[src/rtl/sgc_pkg.sv]
/*
  constants, field layout and state codes of the switch global control block.
  assumes a single 200 MHz system clock; no other package is needed.
*/
package sgc_pkg;

  // ---------------------------------------------------------------
  // register map
  // ---------------------------------------------------------------
  localparam int SGC_ADDR_W = 16;
  localparam int SGC_DATA_W = 32;
  localparam logic [15:0] SGC_CTRL_OFS = 16'h0000;
  localparam logic [15:0] SGC_PBDV_BASE_OFS = 16'h0100;
  localparam int SGC_PBDV_WORDS = 8;
  localparam int SGC_PBDV_IDX_W = 3;

  // ---------------------------------------------------------------
  // control register fields
  // ---------------------------------------------------------------
  localparam int SGC_HALT_BIT = 2;
  localparam int SGC_UNLOCK_BIT = 3;
  localparam int SGC_PBUL_BIT = 4;
  localparam int SGC_MODE_LSB = 9;
  localparam int SGC_MODE_MSB = 10;

  // ---------------------------------------------------------------
  // check mode encodings and reset values
  // ---------------------------------------------------------------
  localparam logic [1:0] SGC_MODE_ALL = 2'h0;
  localparam logic [1:0] SGC_MODE_CFG = 2'h1;
  localparam logic [1:0] SGC_MODE_NONE = 2'h2;
  localparam logic [1:0] SGC_MODE_RSVD = 2'h3;
  localparam logic [1:0] SGC_MODE_RST = 2'h0;
  localparam logic SGC_HALT_RST = 1'b0;
  localparam logic SGC_UNLOCK_RST = 1'b0;
  localparam logic SGC_PBUL_RST = 1'b0;
  localparam logic [31:0] SGC_PBDV_RST = 32'h0000_0000;

  // ---------------------------------------------------------------
  // timing: cycles given to the boot strap synchroniser to settle
  // ---------------------------------------------------------------
  localparam logic [1:0] SGC_SETTLE_CYC = 2'h3;

  // ---------------------------------------------------------------
  // fundamental reset sequence states
  // ---------------------------------------------------------------
  typedef enum logic [3:0]
  {
    SGC_ST_SAMPLE = 4'b0001,
    SGC_ST_EELOAD = 4'b0010,
    SGC_ST_HALT = 4'b0100,
    SGC_ST_RUN = 4'b1000
  } sgc_state_e;

endpackage

[src/rtl/sgc_pbdv_if.sv]
/*
  carrier between the control block and the power budget value store.
  assumes both ends run on the same clock.
*/
`timescale 1ns/1ps
interface sgc_pbdv_if;
  import sgc_pkg::*;
  logic wr;
  logic rd;
  logic [SGC_PBDV_IDX_W-1:0] idx;
  logic [SGC_DATA_W-1:0] wdata;
  logic unlock;
  logic [SGC_DATA_W-1:0] rdata;

  modport ctrl (output wr, output rd, output idx, output wdata, output unlock, input rdata);
  modport mem (input wr, input rd, input idx, input wdata, input unlock, output rdata);
endinterface

[src/rtl/sgc_ctrl.sv]
/*
  switch global control register, fundamental reset sequencing and the
  downstream device number check.
  assumes a simple word register port driven by the management slave on
  CLK_SYS, a boot strap pin from outside the clock domain, and an eeprom
  loader done level from logic on CLK_SYS.
*/
`timescale 1ns/1ps

// Summary of operation
// - halt bit keeps switch quasi-reset, management active
// - clearing halt bit starts normal switching
// - halt writes ignored after reset sequence ends
// - halt bit loads from sampled boot strap
// - unlock bit gates writes to lockable fields
// - unlock bit set during reset sequence
// - budget unlock gates power budget value writes
// - budget unlock bit writable only when unlocked
// - check mode two bits; three is reserved
// - mode zero blocks all nonzero-device ID packets to the downstream link bus
// - mode one blocks such configuration requests only
// - mode two forwards every packet
// - check mode resets zero, survives ordinary resets
module sgc_ctrl
  import sgc_pkg::*;
(
  input wire logic CLK_SYS,
  input wire logic RESET_N,
  input wire logic CLK_EN,
  input wire logic HOT_RESET,
  input wire logic BOOT_HALT_PIN,
  input wire logic EEPROM_LOAD_DONE,
  input wire logic REG_WR,
  input wire logic REG_RD,
  input wire logic [SGC_ADDR_W-1:0] REG_ADDR,
  input wire logic [SGC_DATA_W-1:0] REG_WDATA,
  output logic [SGC_DATA_W-1:0] REG_RDATA,
  output logic REG_RVALID,
  output logic SWITCH_QUASI_RESET,
  output logic LOCKABLE_WRITE_ENABLE,
  output logic POWER_BUDGET_UNLOCK,
  output logic [1:0] DEVNUM_CHECK_MODE,
  input wire logic CHK_VALID,
  input wire logic CHK_ID_ROUTED,
  input wire logic CHK_IS_CFG,
  input wire logic CHK_DS_LINK_BUS,
  input wire logic [4:0] CHK_DEVNUM,
  output logic CHK_DONE,
  output logic CHK_BLOCK
);

  typedef struct packed
  {
    // strap synchroniser, only boot_s2 is read by the sequence
    logic boot_s1;
    logic boot_s2;
    logic [1:0] settle;
    sgc_state_e state;
    logic hold_in_quasi_reset;
    logic lockable_write_enable;
    logic power_budget_unlock;
    logic [1:0] downstream_devnum_check_mode;
    // register read pipe
    logic rd_pend;
    logic rd_mem;
    logic [SGC_DATA_W-1:0] rd_data;
    logic [SGC_DATA_W-1:0] rdata;
    logic rvalid;
    logic quasi;
    logic chk_done;
    logic chk_block;
  } sgc_top_s;

  sgc_top_s st_r;
  sgc_top_s st_nxt;

  sgc_pbdv_if pbdv ();

  // ---------------------------------------------------------------
  // decode helpers
  // ---------------------------------------------------------------
  function automatic logic sgc_is_pbdv(input logic [SGC_ADDR_W-1:0] a);
    logic [SGC_ADDR_W-1:0] top;
    top = a - SGC_PBDV_BASE_OFS;
    sgc_is_pbdv = (a >= SGC_PBDV_BASE_OFS) && (top[1:0] == 2'h0)
      && (top[SGC_ADDR_W-1:2] < SGC_PBDV_WORDS[SGC_ADDR_W-3:0]);
  endfunction

  function automatic logic [SGC_PBDV_IDX_W-1:0] sgc_pbdv_idx(input logic [SGC_ADDR_W-1:0] a);
    logic [SGC_ADDR_W-1:0] off;
    off = a - SGC_PBDV_BASE_OFS;
    sgc_pbdv_idx = off[SGC_PBDV_IDX_W+1:2];
  endfunction

  // control register select, shared by the write and the read path
  function automatic logic sgc_is_ctrl(input logic [SGC_ADDR_W-1:0] a);
    sgc_is_ctrl = (a == SGC_CTRL_OFS);
  endfunction

  // readback word; unlisted bit positions stay zero
  function automatic logic [SGC_DATA_W-1:0] sgc_ctrl_word(input sgc_top_s s);
    logic [SGC_DATA_W-1:0] w;
    w = '0;
    w[SGC_HALT_BIT] = s.hold_in_quasi_reset;
    w[SGC_UNLOCK_BIT] = s.lockable_write_enable;
    w[SGC_PBUL_BIT] = s.power_budget_unlock;
    w[SGC_MODE_MSB:SGC_MODE_LSB] = s.downstream_devnum_check_mode;
    sgc_ctrl_word = w;
  endfunction

  // block decision of the device number check
  function automatic logic sgc_block(input logic [1:0] mode, input logic id_routed,
                                     input logic is_cfg, input logic ds_bus,
                                     input logic [4:0] devnum);
    logic hit;
    hit = id_routed && ds_bus && (devnum != 5'h00);
    case (mode)
      SGC_MODE_ALL: sgc_block = hit;
      SGC_MODE_CFG: sgc_block = hit && is_cfg;
      SGC_MODE_NONE: sgc_block = 1'b0;
      // the reserved code is never stored; fall back to the strictest check
      default: sgc_block = hit;
    endcase
  endfunction

  // ---------------------------------------------------------------
  // power budget store access
  // ---------------------------------------------------------------
  // the value store answers a read one edge after the request
  assign pbdv.wr = REG_WR && sgc_is_pbdv(REG_ADDR);
  assign pbdv.rd = REG_RD && sgc_is_pbdv(REG_ADDR);
  assign pbdv.idx = sgc_pbdv_idx(REG_ADDR);
  assign pbdv.wdata = REG_WDATA;
  assign pbdv.unlock = st_r.power_budget_unlock;

  sgc_pbdv_mem u_pbdv
  (
    .clk(CLK_SYS),
    .rst_n(RESET_N),
    .ce(CLK_EN),
    .bus(pbdv.mem)
  );

  // ---------------------------------------------------------------
  // next state
  // ---------------------------------------------------------------
  always_comb
  begin
    logic ctrl_hit;
    ctrl_hit = 1'b0;
    st_nxt = st_r;

    // boot strap synchroniser
    st_nxt.boot_s1 = BOOT_HALT_PIN;
    st_nxt.boot_s2 = st_r.boot_s1;

    // software write of the control register
    ctrl_hit = REG_WR && sgc_is_ctrl(REG_ADDR);
    if (ctrl_hit)
    begin
      // the halt bit only moves before the switch runs
      if (st_r.state != SGC_ST_RUN)
      begin
        st_nxt.hold_in_quasi_reset = REG_WDATA[SGC_HALT_BIT];
      end
      // a same-edge hardware set at the end of sampling wins over this write
      st_nxt.lockable_write_enable = REG_WDATA[SGC_UNLOCK_BIT];
      if (st_r.lockable_write_enable)
      begin
        st_nxt.power_budget_unlock = REG_WDATA[SGC_PBUL_BIT];
      end
      // the reserved encoding is refused and the old mode kept
      if (REG_WDATA[SGC_MODE_MSB:SGC_MODE_LSB] != SGC_MODE_RSVD)
      begin
        st_nxt.downstream_devnum_check_mode = REG_WDATA[SGC_MODE_MSB:SGC_MODE_LSB];
      end
    end

    // fundamental reset sequence
    case (st_r.state)
      SGC_ST_SAMPLE:
      begin
        if (st_r.settle == SGC_SETTLE_CYC)
        begin
          st_nxt.hold_in_quasi_reset = st_r.boot_s2;
          st_nxt.lockable_write_enable = 1'b1;
          st_nxt.state = SGC_ST_EELOAD;
        end
        else
        begin
          st_nxt.settle = st_r.settle + 2'h1;
        end
      end
      SGC_ST_EELOAD:
      begin
        if (EEPROM_LOAD_DONE)
        begin
          st_nxt.state = SGC_ST_HALT;
        end
      end
      SGC_ST_HALT:
      begin
        // a write that sets the halt bit on this edge keeps the switch held
        if (!st_nxt.hold_in_quasi_reset)
        begin
          st_nxt.state = SGC_ST_RUN;
        end
      end
      SGC_ST_RUN:
      begin
        st_nxt.state = SGC_ST_RUN;
      end
      default:
      begin
        st_nxt.state = SGC_ST_SAMPLE;
      end
    endcase

    // switch logic held quiet until the sequence reaches run
    st_nxt.quasi = (st_nxt.state != SGC_ST_RUN);

    // register read, answered two edges after the request
    st_nxt.rd_pend = REG_RD;
    st_nxt.rd_mem = REG_RD && sgc_is_pbdv(REG_ADDR);
    st_nxt.rd_data = '0;
    if (REG_RD && sgc_is_ctrl(REG_ADDR))
    begin
      st_nxt.rd_data = sgc_ctrl_word(st_r);
    end
    st_nxt.rvalid = st_r.rd_pend;
    st_nxt.rdata = '0;
    if (st_r.rd_pend)
    begin
      st_nxt.rdata = st_r.rd_mem ? pbdv.rdata : st_r.rd_data;
    end

    // device number check, only while switching
    st_nxt.chk_done = CHK_VALID && !st_r.quasi;
    st_nxt.chk_block = 1'b0;
    if (CHK_VALID && !st_r.quasi)
    begin
      st_nxt.chk_block = sgc_block(st_r.downstream_devnum_check_mode, CHK_ID_ROUTED,
                                   CHK_IS_CFG, CHK_DS_LINK_BUS, CHK_DEVNUM);
    end

    // an ordinary reset drops transient state; sticky fields stay
    if (HOT_RESET)
    begin
      st_nxt.rd_pend = 1'b0;
      st_nxt.rd_mem = 1'b0;
      st_nxt.rd_data = '0;
      st_nxt.rvalid = 1'b0;
      st_nxt.rdata = '0;
      st_nxt.chk_done = 1'b0;
      st_nxt.chk_block = 1'b0;
    end
  end

  // ---------------------------------------------------------------
  // state register
  // ---------------------------------------------------------------
  // only the fundamental reset returns the sticky fields to their defaults
  always_ff @(posedge CLK_SYS or negedge RESET_N)
  begin
    if (!RESET_N)
    begin
      st_r.boot_s1 <= 1'b0;
      st_r.boot_s2 <= 1'b0;
      st_r.settle <= 2'h0;
      st_r.state <= SGC_ST_SAMPLE;
      st_r.hold_in_quasi_reset <= SGC_HALT_RST;
      st_r.lockable_write_enable <= SGC_UNLOCK_RST;
      st_r.power_budget_unlock <= SGC_PBUL_RST;
      st_r.downstream_devnum_check_mode <= SGC_MODE_RST;
      st_r.rd_pend <= 1'b0;
      st_r.rd_mem <= 1'b0;
      st_r.rd_data <= '0;
      st_r.rdata <= '0;
      st_r.rvalid <= 1'b0;
      st_r.quasi <= 1'b1;
      st_r.chk_done <= 1'b0;
      st_r.chk_block <= 1'b0;
    end
    else if (CLK_EN)
    begin
      st_r <= st_nxt;
    end
  end

  // ---------------------------------------------------------------
  // outputs
  // ---------------------------------------------------------------
  // every output is a flop of the registered state copy
  assign REG_RDATA = st_r.rdata;
  assign REG_RVALID = st_r.rvalid;
  assign SWITCH_QUASI_RESET = st_r.quasi;
  assign LOCKABLE_WRITE_ENABLE = st_r.lockable_write_enable;
  assign POWER_BUDGET_UNLOCK = st_r.power_budget_unlock;
  assign DEVNUM_CHECK_MODE = st_r.downstream_devnum_check_mode;
  assign CHK_DONE = st_r.chk_done;
  assign CHK_BLOCK = st_r.chk_block;

endmodule

[src/rtl/sgc_pbdv_mem.sv]
/*
  store of the eight power budget data values, registered read data.
  assumes the control block drives the interface from its clock domain.
*/
`timescale 1ns/1ps
module sgc_pbdv_mem
  import sgc_pkg::*;
(
  input wire logic clk,
  input wire logic rst_n,
  input wire logic ce,
  sgc_pbdv_if.mem bus
);

  typedef struct packed
  {
    logic [SGC_PBDV_WORDS-1:0][SGC_DATA_W-1:0] word;
    logic [SGC_DATA_W-1:0] rdata;
  } sgc_mem_s;

  sgc_mem_s mem_r;
  sgc_mem_s mem_nxt;

  // ---------------------------------------------------------------
  // next state
  // ---------------------------------------------------------------
  always_comb
  begin
    mem_nxt = mem_r;
    if (bus.rd)
    begin
      mem_nxt.rdata = mem_r.word[bus.idx];
    end
    // values change only while the unlock bit is set
    if (bus.wr && bus.unlock)
    begin
      mem_nxt.word[bus.idx] = bus.wdata;
    end
  end

  // ---------------------------------------------------------------
  // state register
  // ---------------------------------------------------------------
  always_ff @(posedge clk or negedge rst_n)
  begin
    if (!rst_n)
    begin
      mem_r.word <= {SGC_PBDV_WORDS{SGC_PBDV_RST}};
      mem_r.rdata <= '0;
    end
    else if (ce)
    begin
      mem_r <= mem_nxt;
    end
  end

  assign bus.rdata = mem_r.rdata;

endmodule

[config.mk]
export PLATFORM = sky130hd
export DESIGN_NAME = sgc_ctrl
export DESIGN_NICKNAME = d
export VERILOG_FILES = /design/src/rtl/sgc_pkg.sv /design/src/rtl/sgc_pbdv_if.sv /design/src/rtl/sgc_ctrl.sv /design/src/rtl/sgc_pbdv_mem.sv
export SDC_FILE = /design/constraint.sdc
export NUM_CORES = 1
export LEC_CHECK = 0
export BUFFER_PORTS_ARGS = -buffer_cell sky130_fd_sc_hd__buf_2
export CAP_MARGIN = 20
export CORE_ASPECT_RATIO = 1.2
export CORE_UTILIZATION = 30
export DETAILED_ROUTE_END_ITERATION = 10
export GPL_TIMING_DRIVEN = 1
export PLACE_DENSITY_LB_ADDON = 0.1
export SYNTH_ARGS = -nofsm -noshare
export SYNTH_HDL_FRONTEND = slang
export SYNTH_SLANG_ARGS = --single-unit
[constraint.sdc]
create_clock -name CLK_SYS -period 2 [get_ports CLK_SYS]
set_clock_uncertainty 0.05 [all_clocks]
set_input_delay 0 -clock CLK_SYS [delete_from_list [all_inputs] [get_ports CLK_SYS]]
set_output_delay 0 -clock CLK_SYS [all_outputs]
set_load 0.1 [all_outputs]
==> results.cfg <==
[status]
status = complete, no violations

[clock_network]
clockBufferDepth = 3
clock_sinks = 344
cts_root_buf = clkbuf_16
clk-insertion-delay-late_ns = 0.57
clk_pin_slew_worst_paths_ns = 0.06
cts_made_buffers = 40
cts_tree = built
htreeDepth = 2

[synthesis]
synth-seq-cells = 344
synth_top_area_cell = dfrtp_1
syn_nets = 1132
ys.flop_type = dfrtp_1
async_reset_ff_share_pct = 100
synth_cell_types = 46
synth_edf_count = 0
synth.area.top_cells = dfrtp_1 (56%), mux2_1 (16%), mux4_2 (9.4%), mux2_2 (2.9%), mux2i_1 (2.5%)
synth_top_cell_area_share_pct = 55.9
ys_warn_count = 0
synth_seq_area_share_pct = 56.2
synth_area_um2 = 15300
avgSynthCellArea_um2 = 14.4
synthCells = 1065

[floorplan]
die_y_um = 250
ios = 105
coreArea_um2 = 50300
start_util_pct = 30.4
rows = 90
dieArea_um2 = 52000
die_x_um = 208

[power_and_ir_drop]
p_total_mw = 15.4
power_density_nw_per_um2 = 826
peakVddDrop_mv = 0.503
p_leak_nw = 9.12

[timing]
hold_viol_final = 0
finalSetupViolations = 0
period_share_pct = 93.6
period_minus_slack_ns = 1.87
rsz0062_at_grt = false
max_slew_margin_pct = 57.8
drv_slew = 0
fmax_mhz = 534
fin_ws_ns = 0.128
worst_slew_pin_slew_ns = 0.633
setup_tns_ns = 0

[finish]
nFillCells = 4829
seq_area_um2 = 8610
drive_above_1_share_pct = 27.8
multiInputGateArea_um2 = 5910
nNetsFinal = 1284
final_common_cell = dfrtp_1
area_delta_synth_final_pct = 21.4
mostFrequentLayoutCells = dfrtp_1 (341), mux2_1 (221), buf_2 (101)

[worst_setup_path]
start_kind = register
path_cells = nand4_1 > nor2_2 > buf_4 > and4b_2 > buf_12 > mux2_1
crit_fanout = 16
crit_family = simple AND/OR/NAND/NOR gates
rr_endpoint = u_pbdv.mem_r[255]$_DFFE_PN0P_
worst_ep_required_time_ns = 2.38
cp-end-kind = register
arrival_ns = 2.25
rrSetupSlack_ns = 0.13
crit_slowest_cell = dfrtp_4
path_class = register to register
reg2regPathDepth = 6
max_stage_delay_ns = 0.42
crit_buf_inv = 2
r2r_start = POWER_BUDGET_UNLOCK$_DFFE_PN0P_

[routing]
drt_pass1_iterations = 4
wl_per_cell_um = 20.9
avgViaCountPerCell = 4.75
drt_iter0_drc = 379
post-route-drc-count = 0
routed_wl_um = 39500
ant_nets = 0
num_vias = 8985

[global_route]
grt_use_total_pct = 15.9
grt_max_degree = 61
grt_antenna_before_repair = 2
grt_pass1_wl_um = 62800
grt_pass1_vias = 9906
grt.overflow.total = 0

[placement]
place_ws_ns = 0.00573
hpwl_um = 24900
gp_congestion = 0.714
port_buffers = 104

[hold_path]
hold_depth = 6
min_to = st_r[74]$_DFFE_PN0P_
min_path_type = input pin to register
worstHoldStart = REG_ADDR[2]

[job]
maxCapViolCount = 0
metal layers:
metal | track usage, % | vias up | share of wire [%]
li1 | - | 4080 | -
met1 | 21.2 | 4755 | 46
met2 | 26.7 | 111 | 50
met3 | 2.73 | 39 | 2.8
met4 | 3.81 | 0 | 1.7
met5 | 0 | - | 0
metrics by stage:
| stage | cell area (um2) | hold slack, ns | std cells | util, % |
|---|---|---|---|---|
| floorplan | 15300 | -0.346 | 1065 | - |
| global route | 18600 | 0.104 | 1891 | 37.0 |
| global placement | 16800 | -0.0742 | 1768 | 33.3 |
| CTS | 18600 | 0.0547 | 1889 | 36.9 |
| detailed placement | 16800 | -0.0887 | 1768 | 33.3 |
| finish | 18600 | 0.0742 | 1891 | 37.0 |
worst max-delay path by stage:
stage / cells past startpoint / to / from
after floorplan: 6 / u_pbdv.mem_r[225]$_DFFE_PN0P_ / POWER_BUDGET_UNLOCK$_DFFE_PN0P_
after global placement: 8 / u_pbdv.mem_r[275]$_DFFE_PN0P_ / REG_ADDR[5]
after detailed placement: 8 / u_pbdv.mem_r[275]$_DFFE_PN0P_ / REG_ADDR[5]
after CTS: 6 / u_pbdv.mem_r[255]$_DFFE_PN0P_ / POWER_BUDGET_UNLOCK$_DFFE_PN0P_
after global routing: 6 / u_pbdv.mem_r[155]$_DFFE_PN0P_ / POWER_BUDGET_UNLOCK$_DFFE_PN0P_
final: 6 / u_pbdv.mem_r[255]$_DFFE_PN0P_ / POWER_BUDGET_UNLOCK$_DFFE_PN0P_
cell families (layout without fill, tap and decap cells):
family,after synthesis,in the layout,synth area share (%)
DFF,344,344,56.2
buffers and inverters,148,329,5.42
AOI/OAI and AO/OA,93,93,3.33
muxes,363,363,31.1
other,0,1,0
adders and majority gates,2,2,0.163
xor gates and xnor gates,2,2,0.114
and+or+nand+nor,113,113,3.68
timing repair:
action | in CTS | in global routing
setup endpoints to repair | 0 | 119
setup buffers | 0 | 1
gates resized for setup | 0 | 1
hold buffers | 50 | 0
hold endpoints to repair | 634 | 0
cells in the mapped netlist, types with 2 or more instances:
library cell,count
a21oi_1,6
a31oi_1,2
and3_1,3
and4b_1,4
buf_1,8
buf_2,24
buf_4,41
buf_6,12
clkbuf_1,17
dfrtp_1,342
dfstp_2,2
ha_1,2
inv_1,46
mux2_1,221
mux2_2,40
mux2i_1,38
mux4_2,64
nand2_1,70
nand3_1,6
nand3b_1,2
nand4_1,3
nand4b_1,2
nor2_1,7
nor2b_1,3
nor3b_1,2
nor4_2,3
o21ai_0,70
o22ai_1,7
final cells by class:
cell class | instances | share of cell area (%)
inverter | 46 | 0.928
clock inverter | 13 | 0.948
timing repair buffer | 212 | 9.55
antenna | 1 | 0.0135
multi-input combinational | 573 | 31.8
clock buffer | 58 | 6.12
sequential | 344 | 46.3
tap | 644 | 4.33
power by group:
part / leakage, nW / internal [mW] / switching [mW] / total [mW]
registers: 4.78 / 7.03 / 0.0483 / 7.08
clock network: 0.643 / 4.36 / 2.99 / 7.35
logic: 3.70 / 0.369 / 0.565 / 0.933
sequential cells by signal (all words and copies together) (netlist names), 2 cells and up:
| signal | cells |
|---|---|
| u_pbdv.bus.rdata | 32 |
| u_pbdv.mem_r | 256 |
| REG_RDATA | 32 |
| st_r | 15 |
| DEVNUM_CHECK_MODE | 2 |
worst reg2reg max path: stages, from the launching register on:
cell and delay [ns]:
dfrtp_4 0.42, nand4_1 0.13, nor2_2 0.12, buf_4 0.17
and4b_2 0.32, buf_12 0.19, mux2_1 0.34
No activity file was read; power rests on OpenSTA's default activity.
